$ cat src/uce_pkg.sv
// constants and types shared by the serial control block
package uce_pkg;

	// ===========================================
	// register map (byte addresses)
	localparam logic [3:0] ADDR_CTRL_TWO = 4'h0;
	localparam logic [3:0] ADDR_LINE_CFG = 4'h4;
	localparam logic [3:0] ADDR_STATUS = 4'h8;

	// ===========================================
	// serial_control_two field positions
	localparam int BIT_TX_EMPTY_IRQ_EN = 7;
	localparam int BIT_TX_DONE_IRQ_EN = 6;
	localparam int BIT_RX_FULL_IRQ_EN = 5;
	localparam int BIT_LINE_QUIET_IRQ_EN = 4;
	localparam int BIT_TX_ENABLE = 3;
	localparam int BIT_RX_ENABLE = 2;
	localparam int BIT_RX_STANDBY = 1;
	localparam int BIT_BREAK_REQUEST = 0;

	// ===========================================
	// line configuration field positions
	localparam int CFG_LOOPBACK_SEL = 0;
	localparam int CFG_RX_SOURCE_SEL = 1;
	localparam int CFG_SINGLE_LINE_DIRECTION = 2;
	localparam int CFG_NINE_BIT = 3;
	localparam int CFG_WAKE_SEL = 4;

	// ===========================================
	// reset values and codes
	localparam logic [7:0] CTRL_TWO_RESET = 8'h00;
	localparam logic [4:0] LINE_CFG_RESET = 5'h00;
	localparam logic [1:0] RESP_OKAY = 2'h0;
	localparam logic [1:0] RESP_SLVERR = 2'h2;

	// ===========================================
	// character lengths in bit times and default clock cycles per bit time
	localparam logic [3:0] CHAR_BITS_EIGHT = 4'hA;
	localparam logic [3:0] CHAR_BITS_NINE = 4'hB;
	localparam int DEFAULT_BIT_CYCLES = 16;

	typedef enum logic [1:0]
	{
		SEQ_IDLE = 2'b00,
		SEQ_DATA = 2'b01,
		SEQ_PREAMBLE = 2'b10,
		SEQ_BREAK = 2'b11
	} uce_seq_t;

	typedef struct packed
	{
		logic [7:0] ctrl;
		logic [4:0] cfg;
		logic idle_pending;
		logic break_pending;
		logic baud_run;
		uce_seq_t kind;
		logic start;
		logic [3:0] len;
		logic take;
		logic txd;
		logic txd_oe_n;
		logic rxd_owned;
		logic rx_line;
		logic irq;
		logic aw_have;
		logic w_have;
		logic [3:0] waddr;
		logic [7:0] wdata;
		logic wstrb0;
		logic awready;
		logic wready;
		logic bvalid;
		logic [1:0] bresp;
		logic arready;
		logic rvalid;
		logic [1:0] rresp;
		logic [31:0] rdata;
	} uce_state_t;

endpackage

$ cat src/uce_char_timer.sv
// character length timer for queued characters
`timescale 1ns/1ps

module uce_char_timer #(
	parameter int BIT_CYCLES = uce_pkg::DEFAULT_BIT_CYCLES,
	parameter int CNT_W = 12
)(
	input wire logic aclk,
	input wire logic aresetn,
	input wire logic start,
	input wire logic [3:0] len_bits,
	output logic busy,
	output logic done
);

	if (CNT_W < 5 || BIT_CYCLES < 1 || (11 * BIT_CYCLES) >= (2 ** CNT_W))
	begin : g_bad_size
		$error("uce_char_timer: BIT_CYCLES does not fit CNT_W");
	end

	localparam logic [CNT_W-1:0] BIT_CYC = CNT_W'(BIT_CYCLES);

	typedef struct packed
	{
		logic busy;
		logic done;
		logic [CNT_W-1:0] cnt;
	} uce_timer_state_t;

	uce_timer_state_t state_reg;
	uce_timer_state_t state_next;

	// ===========================================
	// countdown
	always_comb
	begin
		state_next = state_reg;
		state_next.done = 1'b0;
		if (start && !state_reg.busy)
		begin
			state_next.busy = 1'b1;
			// start and done hand-offs add three cycles to the character
			state_next.cnt = CNT_W'({{(CNT_W-4){1'b0}}, len_bits} * BIT_CYC - CNT_W'(3));
		end
		else if (state_reg.busy)
		begin
			if (state_reg.cnt == '0)
			begin
				state_next.busy = 1'b0;
				state_next.done = 1'b1;
			end
			else
				state_next.cnt = state_reg.cnt - 1'b1;
		end
	end

	always_ff @(posedge aclk)
	begin
		if (!aresetn)
			state_reg <= '0;
		else
			state_reg <= state_next;
	end

	assign busy = state_reg.busy;
	assign done = state_reg.done;

endmodule

$ cat src/uce_control.sv
// control register, pin ownership and queued character sequencing
`timescale 1ns/1ps

// Function
// bit 7 lets a set transmit-buffer-empty flag raise the interrupt request
// bit 6 inverted: 0 lets transmit-done raise the request, 1 blocks it
// bit 5 lets a set receive-buffer-full flag raise the request
// bit 4 lets a set line-quiet flag raise the request
// bit 3 turns the transmitter on and gives it the serial output pin
// internal loopback releases the output pin even with transmitter enabled
// single-wire mode: direction bit decides whether the shared pin transmits
// transmit enable written 0 then 1 while busy queues one idle character
// after disable the pin stays driven until queued characters finish
// bit 2 turns the receiver on; off releases the serial input pin
// writing 1 to bit 1 puts the receiver in wakeup standby
// wakeup is idle line with select 0, address mark with select 1
// the detected wakeup condition clears standby in hardware
// writing break request 1 then 0 queues one break character
// further break characters keep being queued while break request stays 1
// a second break may be queued before software clears the request
// the control register is readable and writable at any time
// baud generator stays off until receiver or transmitter is first enabled
// transmit enable rising queues a preamble, which clears transmit-done
// break length is 10 bit times in 8-bit mode, 11 in 9-bit mode
module uce_control #(
	parameter int BIT_CYCLES = uce_pkg::DEFAULT_BIT_CYCLES
)(
	input wire logic aclk,
	input wire logic aresetn,
	input wire logic [3:0] s_axi_awaddr,
	input wire logic s_axi_awvalid,
	output logic s_axi_awready,
	input wire logic [31:0] s_axi_wdata,
	input wire logic [3:0] s_axi_wstrb,
	input wire logic s_axi_wvalid,
	output logic s_axi_wready,
	output logic [1:0] s_axi_bresp,
	output logic s_axi_bvalid,
	input wire logic s_axi_bready,
	input wire logic [3:0] s_axi_araddr,
	input wire logic s_axi_arvalid,
	output logic s_axi_arready,
	output logic [31:0] s_axi_rdata,
	output logic [1:0] s_axi_rresp,
	output logic s_axi_rvalid,
	input wire logic s_axi_rready,
	input wire logic tx_buffer_empty_flag,
	input wire logic rx_buffer_full_flag,
	input wire logic line_quiet_flag,
	input wire logic tx_data_bit,
	input wire logic rx_line_idle_seen,
	input wire logic rx_addr_mark_seen,
	input wire logic rxd_in,
	input wire logic txd_in,
	output logic txd_out,
	output logic txd_oe_n,
	output logic rxd_owned,
	output logic rx_serial,
	output logic tx_char_take,
	output logic tx_enable_bit,
	output logic rx_enable_bit,
	output logic rx_standby,
	output logic baud_enable,
	output logic irq_request
);

	uce_pkg::uce_state_t state_reg;
	uce_pkg::uce_state_t state_next;
	logic timer_busy;
	logic timer_done;
	logic tx_done_flag;

	// ===========================================
	// parameter check
	if (BIT_CYCLES < 1 || (11 * BIT_CYCLES) >= 4096)
	begin : g_bad_bit_cycles
		$error("uce_control: BIT_CYCLES too large for the character timer");
	end

	uce_char_timer #(
		.BIT_CYCLES(BIT_CYCLES),
		.CNT_W(12)
	) u_timer (
		.aclk(aclk),
		.aresetn(aresetn),
		.start(state_reg.start),
		.len_bits(state_reg.len),
		.busy(timer_busy),
		.done(timer_done)
	);

	// ===========================================
	// next state
	always_comb
	begin
		logic [7:0] c;
		logic [4:0] f;
		logic wr_ctrl;
		logic wr_cfg;
		logic wr_ok;
		logic owned;
		logic busy_any;
		logic [3:0] ch_len;
		c = state_reg.ctrl;
		f = state_reg.cfg;
		wr_ctrl = 1'b0;
		wr_cfg = 1'b0;
		wr_ok = 1'b0;
		owned = 1'b0;
		busy_any = 1'b0;
		ch_len = uce_pkg::CHAR_BITS_EIGHT;
		state_next = state_reg;
		state_next.start = 1'b0;
		state_next.take = 1'b0;

		// write channel: address and data in either order
		if (s_axi_awvalid && state_reg.awready)
		begin
			state_next.aw_have = 1'b1;
			state_next.waddr = s_axi_awaddr;
			state_next.awready = 1'b0;
		end
		if (s_axi_wvalid && state_reg.wready)
		begin
			state_next.w_have = 1'b1;
			state_next.wdata = s_axi_wdata[7:0];
			state_next.wstrb0 = s_axi_wstrb[0];
			state_next.wready = 1'b0;
		end
		if (state_reg.aw_have && state_reg.w_have && !state_reg.bvalid)
		begin
			wr_ok = (state_reg.waddr == uce_pkg::ADDR_CTRL_TWO) || (state_reg.waddr == uce_pkg::ADDR_LINE_CFG)
				|| (state_reg.waddr == uce_pkg::ADDR_STATUS);
			wr_ctrl = state_reg.wstrb0 && (state_reg.waddr == uce_pkg::ADDR_CTRL_TWO);
			wr_cfg = state_reg.wstrb0 && (state_reg.waddr == uce_pkg::ADDR_LINE_CFG);
			state_next.bvalid = 1'b1;
			state_next.bresp = wr_ok ? uce_pkg::RESP_OKAY : uce_pkg::RESP_SLVERR;
			state_next.aw_have = 1'b0;
			state_next.w_have = 1'b0;
		end
		if (state_reg.bvalid && s_axi_bready)
		begin
			state_next.bvalid = 1'b0;
			state_next.awready = 1'b1;
			state_next.wready = 1'b1;
		end

		// control register update and its side effects
		if (wr_cfg)
			f = state_reg.wdata[4:0];
		if (wr_ctrl)
		begin
			c = state_reg.wdata;
			if (c[uce_pkg::BIT_TX_ENABLE] && !state_reg.ctrl[uce_pkg::BIT_TX_ENABLE])
				state_next.idle_pending = 1'b1;
			if (c[uce_pkg::BIT_BREAK_REQUEST] && !state_reg.ctrl[uce_pkg::BIT_BREAK_REQUEST])
				state_next.break_pending = 1'b1;
			if (c[uce_pkg::BIT_TX_ENABLE] || c[uce_pkg::BIT_RX_ENABLE])
				state_next.baud_run = 1'b1;
		end
		else if (state_reg.ctrl[uce_pkg::BIT_RX_STANDBY])
		begin
			if (f[uce_pkg::CFG_WAKE_SEL] ? rx_addr_mark_seen : rx_line_idle_seen)
				c[uce_pkg::BIT_RX_STANDBY] = 1'b0;
		end
		state_next.ctrl = c;
		state_next.cfg = f;

		// character sequencer
		ch_len = f[uce_pkg::CFG_NINE_BIT] ? uce_pkg::CHAR_BITS_NINE : uce_pkg::CHAR_BITS_EIGHT;
		if (timer_done)
			state_next.kind = uce_pkg::SEQ_IDLE;
		else if (state_reg.kind == uce_pkg::SEQ_IDLE && !timer_busy && state_reg.baud_run)
		begin
			if (state_reg.break_pending || state_reg.ctrl[uce_pkg::BIT_BREAK_REQUEST])
			begin
				state_next.kind = uce_pkg::SEQ_BREAK;
				// a new request written in the same cycle as the start wins
				state_next.break_pending = wr_ctrl && c[uce_pkg::BIT_BREAK_REQUEST]
					&& !state_reg.ctrl[uce_pkg::BIT_BREAK_REQUEST];
				state_next.start = 1'b1;
			end
			else if (state_reg.idle_pending)
			begin
				state_next.kind = uce_pkg::SEQ_PREAMBLE;
				state_next.idle_pending = wr_ctrl && c[uce_pkg::BIT_TX_ENABLE]
					&& !state_reg.ctrl[uce_pkg::BIT_TX_ENABLE];
				state_next.start = 1'b1;
			end
			else if (state_reg.ctrl[uce_pkg::BIT_TX_ENABLE] && !tx_buffer_empty_flag)
			begin
				state_next.kind = uce_pkg::SEQ_DATA;
				state_next.take = 1'b1;
				state_next.start = 1'b1;
			end
		end
		state_next.len = ch_len;

		// pin ownership and line levels
		busy_any = (state_reg.kind != uce_pkg::SEQ_IDLE) || state_reg.idle_pending || state_reg.break_pending
			|| state_reg.ctrl[uce_pkg::BIT_BREAK_REQUEST];
		owned = state_reg.ctrl[uce_pkg::BIT_TX_ENABLE] || busy_any;
		if (f[uce_pkg::CFG_LOOPBACK_SEL] && !f[uce_pkg::CFG_RX_SOURCE_SEL])
			owned = 1'b0;
		else if (f[uce_pkg::CFG_LOOPBACK_SEL] && f[uce_pkg::CFG_RX_SOURCE_SEL])
			owned = owned && f[uce_pkg::CFG_SINGLE_LINE_DIRECTION];
		state_next.txd_oe_n = !owned;
		unique case (state_reg.kind)
			uce_pkg::SEQ_IDLE: state_next.txd = 1'b1;
			uce_pkg::SEQ_DATA: state_next.txd = tx_data_bit;
			uce_pkg::SEQ_PREAMBLE: state_next.txd = 1'b1;
			uce_pkg::SEQ_BREAK: state_next.txd = 1'b0;
		endcase
		state_next.rxd_owned = c[uce_pkg::BIT_RX_ENABLE] && !f[uce_pkg::CFG_LOOPBACK_SEL];
		if (!f[uce_pkg::CFG_LOOPBACK_SEL])
			state_next.rx_line = rxd_in;
		else if (f[uce_pkg::CFG_RX_SOURCE_SEL])
			state_next.rx_line = txd_in;
		else
			state_next.rx_line = state_reg.txd;

		// interrupt request gating
		state_next.irq = (c[uce_pkg::BIT_TX_EMPTY_IRQ_EN] && tx_buffer_empty_flag)
			|| (!c[uce_pkg::BIT_TX_DONE_IRQ_EN] && tx_done_flag)
			|| (c[uce_pkg::BIT_RX_FULL_IRQ_EN] && rx_buffer_full_flag)
			|| (c[uce_pkg::BIT_LINE_QUIET_IRQ_EN] && line_quiet_flag);

		// read channel
		if (s_axi_arvalid && state_reg.arready)
		begin
			state_next.arready = 1'b0;
			state_next.rvalid = 1'b1;
			state_next.rresp = uce_pkg::RESP_OKAY;
			unique case (s_axi_araddr)
				uce_pkg::ADDR_CTRL_TWO: state_next.rdata = {24'h000000, state_reg.ctrl};
				uce_pkg::ADDR_LINE_CFG: state_next.rdata = {27'h0000000, state_reg.cfg};
				uce_pkg::ADDR_STATUS: state_next.rdata = {24'h000000, state_reg.rxd_owned, !state_reg.txd_oe_n,
					state_reg.baud_run, busy_any, line_quiet_flag, rx_buffer_full_flag, tx_done_flag,
					tx_buffer_empty_flag};
				default:
				begin
					state_next.rdata = 32'h00000000;
					state_next.rresp = uce_pkg::RESP_SLVERR;
				end
			endcase
		end
		if (state_reg.rvalid && s_axi_rready)
		begin
			state_next.rvalid = 1'b0;
			state_next.arready = 1'b1;
		end
	end

	// transmit-done: buffer empty, sequencer idle, timer stopped, no idle or break pending
	assign tx_done_flag = tx_buffer_empty_flag && (state_reg.kind == uce_pkg::SEQ_IDLE) && !timer_busy
		&& !state_reg.idle_pending && !state_reg.break_pending;

	// ===========================================
	// state register
	always_ff @(posedge aclk)
	begin
		if (!aresetn)
		begin
			state_reg <= '0;
			state_reg.ctrl <= uce_pkg::CTRL_TWO_RESET;
			state_reg.cfg <= uce_pkg::LINE_CFG_RESET;
			state_reg.kind <= uce_pkg::SEQ_IDLE;
			state_reg.len <= uce_pkg::CHAR_BITS_EIGHT;
			state_reg.txd <= 1'b1;
			state_reg.txd_oe_n <= 1'b1;
			state_reg.rx_line <= 1'b1;
			state_reg.awready <= 1'b1;
			state_reg.wready <= 1'b1;
			state_reg.arready <= 1'b1;
		end
		else
			state_reg <= state_next;
	end

	// ===========================================
	// outputs
	assign s_axi_awready = state_reg.awready;
	assign s_axi_wready = state_reg.wready;
	assign s_axi_bvalid = state_reg.bvalid;
	assign s_axi_bresp = state_reg.bresp;
	assign s_axi_arready = state_reg.arready;
	assign s_axi_rvalid = state_reg.rvalid;
	assign s_axi_rresp = state_reg.rresp;
	assign s_axi_rdata = state_reg.rdata;
	assign txd_out = state_reg.txd;
	assign txd_oe_n = state_reg.txd_oe_n;
	assign rxd_owned = state_reg.rxd_owned;
	assign rx_serial = state_reg.rx_line;
	assign tx_char_take = state_reg.take;
	assign tx_enable_bit = state_reg.ctrl[uce_pkg::BIT_TX_ENABLE];
	assign rx_enable_bit = state_reg.ctrl[uce_pkg::BIT_RX_ENABLE];
	assign rx_standby = state_reg.ctrl[uce_pkg::BIT_RX_STANDBY];
	assign baud_enable = state_reg.baud_run;
	assign irq_request = state_reg.irq;

endmodule

$ cat config.mk
export PLATFORM = sky130hd
export DESIGN_NAME = uce_control
export DESIGN_NICKNAME = d
export VERILOG_FILES = /design/src/uce_pkg.sv /design/src/uce_char_timer.sv /design/src/uce_control.sv
export SDC_FILE = /design/constraint.sdc
export NUM_CORES = 1
export LEC_CHECK = 0
export BUFFER_PORTS_ARGS = -buffer_cell sky130_fd_sc_hd__buf_2
export CAP_MARGIN = 20
export CELL_PAD_IN_SITES_DETAIL_PLACEMENT = 0
export CELL_PAD_IN_SITES_GLOBAL_PLACEMENT = 2
export CORE_ASPECT_RATIO = 1.75
export CORE_UTILIZATION = 31
export CTS_BUF_LIST = sky130_fd_sc_hd__clkbuf_4 sky130_fd_sc_hd__clkbuf_8 sky130_fd_sc_hd__clkbuf_16
export CTS_CLUSTER_DIAMETER = 60
export DETAILED_ROUTE_END_ITERATION = 16
export GPL_TIMING_DRIVEN = 0
export PLACE_DENSITY = 0.83
export SLEW_MARGIN = 0
export SYNTH_ARGS = -nofsm -noshare
export SYNTH_HDL_FRONTEND = slang
export SYNTH_SLANG_ARGS = --single-unit
$ cat constraint.sdc
create_clock -name aclk -period 3.5 [get_ports aclk]
set_input_delay 0.525 -clock aclk [delete_from_list [all_inputs] [get_ports aclk]]
set_output_delay 0.525 -clock aclk [all_outputs]
set_load 0.005 [all_outputs]
==> impl_metrics.toml, run 1 <==
[job]
drv_cap = 0

[worst_hold_path]
timing.hold.worst.class = "in -> reg"
min_path_cells = 2
min_from = "s_axi_wvalid"
min_to = "s_axi_wready$_SDFFE_PP1P_"

[synth]
synth-simple-area-share = 0.228
synth-xor-area-share = 0
synth-edff-count = 0
ys.flop_type = "dfxtp_1"
synth.area.mux_share = 0.0629
syn_area_per_cell_sq_um = 8.55
synthAdderAreaFrac = 0.00762
synth_top_family_by_area = "simple AND/OR/NAND/NOR gates"
synth.area.top_cells = "dfxtp_1 42%, buf_4 8.2%, a21oi_1 6.1%"
yosys.area.top_type = "dfxtp_1"
yosysTopAreaCellShare = 0.421
seq_area_frac_synth = 0.421
synthArstFlopShare = 0
ys_types = 56
synth_cells = 384
synth-compound-area-share = 0.173
synth_warnings = 0
ys_ff_latch = 69
syn-cell-area_sq_mm = 0.00328

[sta]
max_freq_ghz = 0.453
finalHoldViolCount = 0
tns_ns = 0
drv_slew = 0
period_share = 0.630
period_minus_slack_ns = 2.21
slew-limit-headroom = 0.387
clock_skew_ns = 0.00961
rsz0062_at_grt = "false"
worst_pin_slew_ns = 0.917
finalSetupViolations = 0

[route]
vias_per_cell = 4.91
wl_met3_um = 334
dr_wl_met2_um = 4930
dr.first_iter.drc_count = 141
route.detailed.drc = 0
detail-route-antenna-nets = 0
finalWirelength_um = 8990
dr.pass1.iters = 4
routed.top_layer = "met4"
wl_met1_um = 3360
wl_per_cell_um = 14.8
vias = 2980

[floorplan]
die_y_um = 138
io_pins = 110
core_area_sq_mm = 0.0103
die-area_sq_mm = 0.0110
fp-row-count = 49
start_util = 0.319
fp.dieW_um = 79.8

[clock_network]
cts_buffer_depth = 2
root_buffer = "clkbuf_16"
clk_pin_slew_ns = 0.06
hold_buffers = 0
cts_made_buffers = 9
cts_tree = "done"
cts_setup_buffers = 0
cts_max_level = 3
cts_sinks = 69
clk_latency_ns = 0.33
cts_resized = 0

[place]
hpwl_um = 7120
io_buffers = 55
gp_congestion = 0.821
place_area_sq_mm = 0.00381
dp.cells = 591

[setup_path]
path_class = "reg -> reg"
r2r_end = "rxd_owned$_SDFF_PN0_"
crit_start = "state_reg[53]$_SDFFE_PN0P_"
crit_path_start_kind = "flip-flop"
cp-end-kind = "flip-flop"
critPathMaxFanout = 8
r2r_slack_ns = 1.29
ff2ff_path_depth = 4
r2r_start = "state_reg[53]$_SDFFE_PN0P_"
critical_path_arrival_ns = 2.41
cp_data_required_time_ns = 3.71

[global_routing]
grt_use_total = 0.173
grt_pass1_vias = 2868
grt_first_pass_wirelength_um = 14400
antenna_found_initial = 0
grt_overflow_total = 0
grt_max_degree = 14

[final_layout]
final-seq-area_sq_mm = 0.00138
fin_cells = 607
largest_register_ffs = 30
post-route-cell-area_sq_mm = 0.00413
drive_gt1_frac = 0.248
final_nets = 536
antennaDiodeCount = 0
fillers = 1102
syn2layout_area_growth_pct = 25.9
multi_input_area_sq_mm = 0.00165

[pwr]
fin_total_pwr_mw = 1.94
p_per_area_mw_per_mm2 = 470
p_leak_nw = 1.82
ir_worst_vdd_uv = 269

[status]
status = "finished, final reports clean"
## area by class of cell
class                           instances  share of cell area
Buffer                                 47              0.0754
Clock buffer                            9              0.0545
Clock inverter                          7              0.0236
Inverter                               10             0.00908
Multi-Input combinational cell        283               0.398
Sequential cell                        69               0.334
Tap cell                              127              0.0384
Timing Repair Buffer                   55              0.0666
## synthesized netlist by cell type, types with 2 or more instances
cell and instances:
a311oi_1 3, nor2b_1 3, o21ai_0 18, buf_1 2
nor3_1 6, dfxtp_1 69, mux2_2 5, or3_1 5
ha_1 2, a22o_1 5, and3_1 2, nand3_1 12
nand2b_1 7, buf_4 36, a21oi_1 40, a31o_2 2
nor3b_1 4, a211oi_1 3, nand4b_1 3, a21boi_0 3
a22oi_1 3, nor4_1 7, clkbuf_1 9, nand3b_1 4
nor2_1 28, mux2i_1 15, inv_1 10, nand2_1 50
## worst max-delay path, stage by stage, from the launching register on
cell and delay [ns]:
dfxtp_1 0.34, nor4b_2 0.55, nand3_2 0.35, mux2i_1 0.43, nor3b_1 0.40
## where the power goes
part	internal, mW	switching, mW	leakage, nW
combinational	0.0639	0.0735	1.11
clock	0.626	0.357	0.152
sequential	0.804	0.0187	0.560
total	1.49	0.449	1.82
## cells in the final DEF (no fill, tap or decap), drive strengths merged, types with 6 or more instances in the layout
master,count
conb,26
nor4,7
dfxtp,69
nand3,13
nand2b,7
a21oi,40
nor3,6
o21ai,18
mux2i,15
clkbuf,18
nor2,28
inv,11
buf,93
nand2,50
## logic make-up after synthesis
| family | Yosys count |
|---|---|
| DFF | 69 |
| adders and majority gates | 2 |
| buffers and inverters | 57 |
| and+or+nand+nor | 144 |
| muxes | 20 |
| AOI/OAI and AO/OA | 91 |
| other | 1 |
## metal layers
metal  GRT usage  vias up
met5           0        -
met4       0.107        0
met3      0.0337       23
met2       0.314       81
met1       0.175     1377
li1            -     1499
## how the worst max path moves through the flow
stage,cells after the start,endpoint
after floorplan,4,u_timer.state_reg[9]$_SDFFE_PN0P_
after CTS,4,rxd_owned$_SDFF_PN0_
after global routing,4,rxd_owned$_SDFF_PN0_
after detailed placement,5,rxd_owned$_SDFF_PN0_
after global placement,5,rxd_owned$_SDFF_PN0_
final,4,rxd_owned$_SDFF_PN0_
## through the flow
stage	hold WS [ns]	util	setup WS [ns]
2_1_floorplan	0.410	-	1.63
3_3_place_gp	0.431	0.370	1.18
3_5_place_dp	0.437	0.370	1.22
4_1_cts	0.393	0.401	1.26
5_1_grt	0.403	0.401	1.09
6_report	0.400	0.401	1.29
Note: power is estimated with default switching activity, not from simulation.
==> run 2: changes to the inputs <==
CORE_UTILIZATION = 26   (was 31)
PLACE_DENSITY = 0.74   (was 0.83)
clock period = 1.9 ns   (was 3.5 ns; I/O delays follow)
==> run 2 against run 1 <==
The flow now finishes with violations (setup timing); die area rose by 19%; final area is 5.6% higher; global-route usage fell by 2.1 points; clock skew is 0.0039 ns lower; worst hold slack worse by 0.23 ns; first-iteration DRC count down 7.8%.
==> impl_metrics.toml, run 2 (synthesized netlist as in run 1, its figures left out) <==
[sta]
max_freq_ghz = 0.512
holdWs_ns = 0.171
clock_skew_ns = 0.00576
drv_slew = 0
finalHoldViolCount = 0
period_minus_slack_ns = 1.95
tns_ns = -0.0515
finalSetupViolations = 1
period_share = 1.03
rsz0062_at_grt = "true"
worst_pin_slew_ns = 0.700
final.setup.worst_slack_ns = -0.0515
slew-limit-headroom = 0.534

[place]
hpwl_um = 7410
place_area_sq_mm = 0.00386
io_buffers = 55
gp_congestion = 0.781

[setup_path]
crit_start = "u_timer.state_reg[5]$_SDFFE_PN0P_"
cp_top_family = "simple AND/OR/NAND/NOR gates"
r2r_start = "u_timer.state_reg[5]$_SDFFE_PN0P_"
slowest_delay_ns = 0.56
path_class = "reg -> reg"
crit_path_start_kind = "flip-flop"
critical_path_arrival_ns = 2.21
crit_path_top_delay_cell = "or4b_4"
ff2ff_path_depth = 4
cp-end-kind = "flip-flop"
critPathMaxFanout = 4
path_depth = 4
cp_data_required_time_ns = 2.16
cp_num_buf_inv = 0
crit_path_cell_trace = "or4_4, or4b_4, or3_1, a21oi_2"

[job]
drv_cap = 0

[route]
finalWirelength_um = 9490
dr.first_iter.drc_count = 130
vias = 2996
detail-route-antenna-nets = 0
route.detailed.drc = 0
dr.pass1.iters = 5
vias_per_cell = 4.60
wl_per_cell_um = 14.6

[pwr]
p_leak_nw = 1.90
power.share.switching = 0.214
pwr-share-clk = 0.505
p_per_area_mw_per_mm2 = 826
p_int_mw = 2.83
fin_total_pwr_mw = 3.61
p_seq_frac = 0.421
ir_worst_vdd_uv = 521
p_comb_frac = 0.074
p_sw_mw = 0.771

[clock_network]
root_buffer = "clkbuf_16"
cts_tree = "done"
cts_sinks = 69
clk_latency_ns = 0.33
cts_max_level = 3
hold_buffers = 0
clk_pin_slew_ns = 0.06
cts_made_buffers = 9
cts_buffer_depth = 2

[final_layout]
drive_gt1_frac = 0.294
layout_common_cells = "65 x dfxtp_1, 55 x buf_2, 50 x nand2_1"
final_common_cell = "dfxtp_1"
final_nets = 539
syn2layout_area_growth_pct = 33.0
final_util = 0.353
antennaDiodeCount = 0
post-route-cell-area_sq_mm = 0.00436
largest_register_ffs = 30

[global_routing]
grt_first_pass_wirelength_um = 14700
grt_overflow_total = 0
top_usage_layer = "met2"
grtUsageMet1 = 0.150
grt_use_total = 0.152
grt_max_degree = 12
antenna_found_initial = 0
use_met3 = 0.0323
grt_pass1_vias = 2922
met2_usage = 0.282

[floorplan]
start_util = 0.265
fp.dieW_um = 86.9
fp-row-count = 54
io_pins = 110
core_area_sq_mm = 0.0124
die_y_um = 151
die-area_sq_mm = 0.0131

[worst_hold_path]
timing.hold.worst.class = "in -> reg"
min_from = "s_axi_wvalid"
min_path_cells = 2

[status]
status = "finished, violations left"
failed_checks = "setup timing"
run 2: changes by cell type in the layout (fill, tap and decap cells not counted), sizes merged:
| cell | change |
|---|---|
| inv | -1 |
| buf | +3 |
| clkbuf | +3 |
| clkinvlp | -2 |
run 2: layout make-up:
type,count,area [sq um]
fill,1303,8000
multi-input combinational,283,1790
sequential,69,1390
buffer,47,312
timing repair buffer,58,298
clock buffer,12,260
tap,168,210
clock inverter,4,70.1
inverter,10,37.5
run 2: what timing repair did:
| item | 4_1_cts | 5_1_grt |
|---|---|---|
| gates cloned | 0 | 0 |
| gates resized for setup | 22 | 8 |
| setup buffers | 1 | 2 |
| setup endpoints to repair | 17 | 11 |
| pin swaps | 3 | 4 |
run 2: final timing paths:
path / to / slack [ns]
min reg2reg: txd_out$_SDFF_PN1_ / 0.46
max reg2reg: u_timer.state_reg[9]$_SDFFE_PN0P_ / -0.05
min: s_axi_wready$_SDFFE_PP1P_ / 0.17
max: u_timer.state_reg[9]$_SDFFE_PN0P_ / -0.05
run 2: per-stage QoR:
stage | worst slack (ns) | cells
5_1_grt | -0.0844 | 651
2_1_floorplan | 0.0279 | 409
3_5_place_dp | -0.338 | 632
4_1_cts | -0.0812 | 649
6_report | -0.0515 | 651
3_3_place_gp | -0.366 | 632
run 2: power groups by stage:
stage | sequential [mW] | combinational, mW | clock (mW)
floorplan | 1.54 | 0.162 | 0
global placement | 1.55 | 0.255 | 0
detailed placement | 1.55 | 0.256 | 0
CTS | 1.52 | 0.262 | 1.88
global route | 1.52 | 0.299 | 1.93
finish | 1.52 | 0.266 | 1.82
run 2: worst register-to-register path, cell delays in order, from the launching register on:
cell and delay [ns]:
dfxtp_2 0.34, or4_4 0.53, or4b_4 0.56, or3_1 0.33
a21oi_2 0.12
run 2: routing by layer:
| metal | vias up | part of all wire |
|---|---|---|
| met1 | 1380 | 0.38 |
| li1 | 1506 | - |
| met2 | 88 | 0.54 |
| met3 | 22 | 0.039 |
| met4 | 0 | 0.040 |
| met5 | - | 0 |
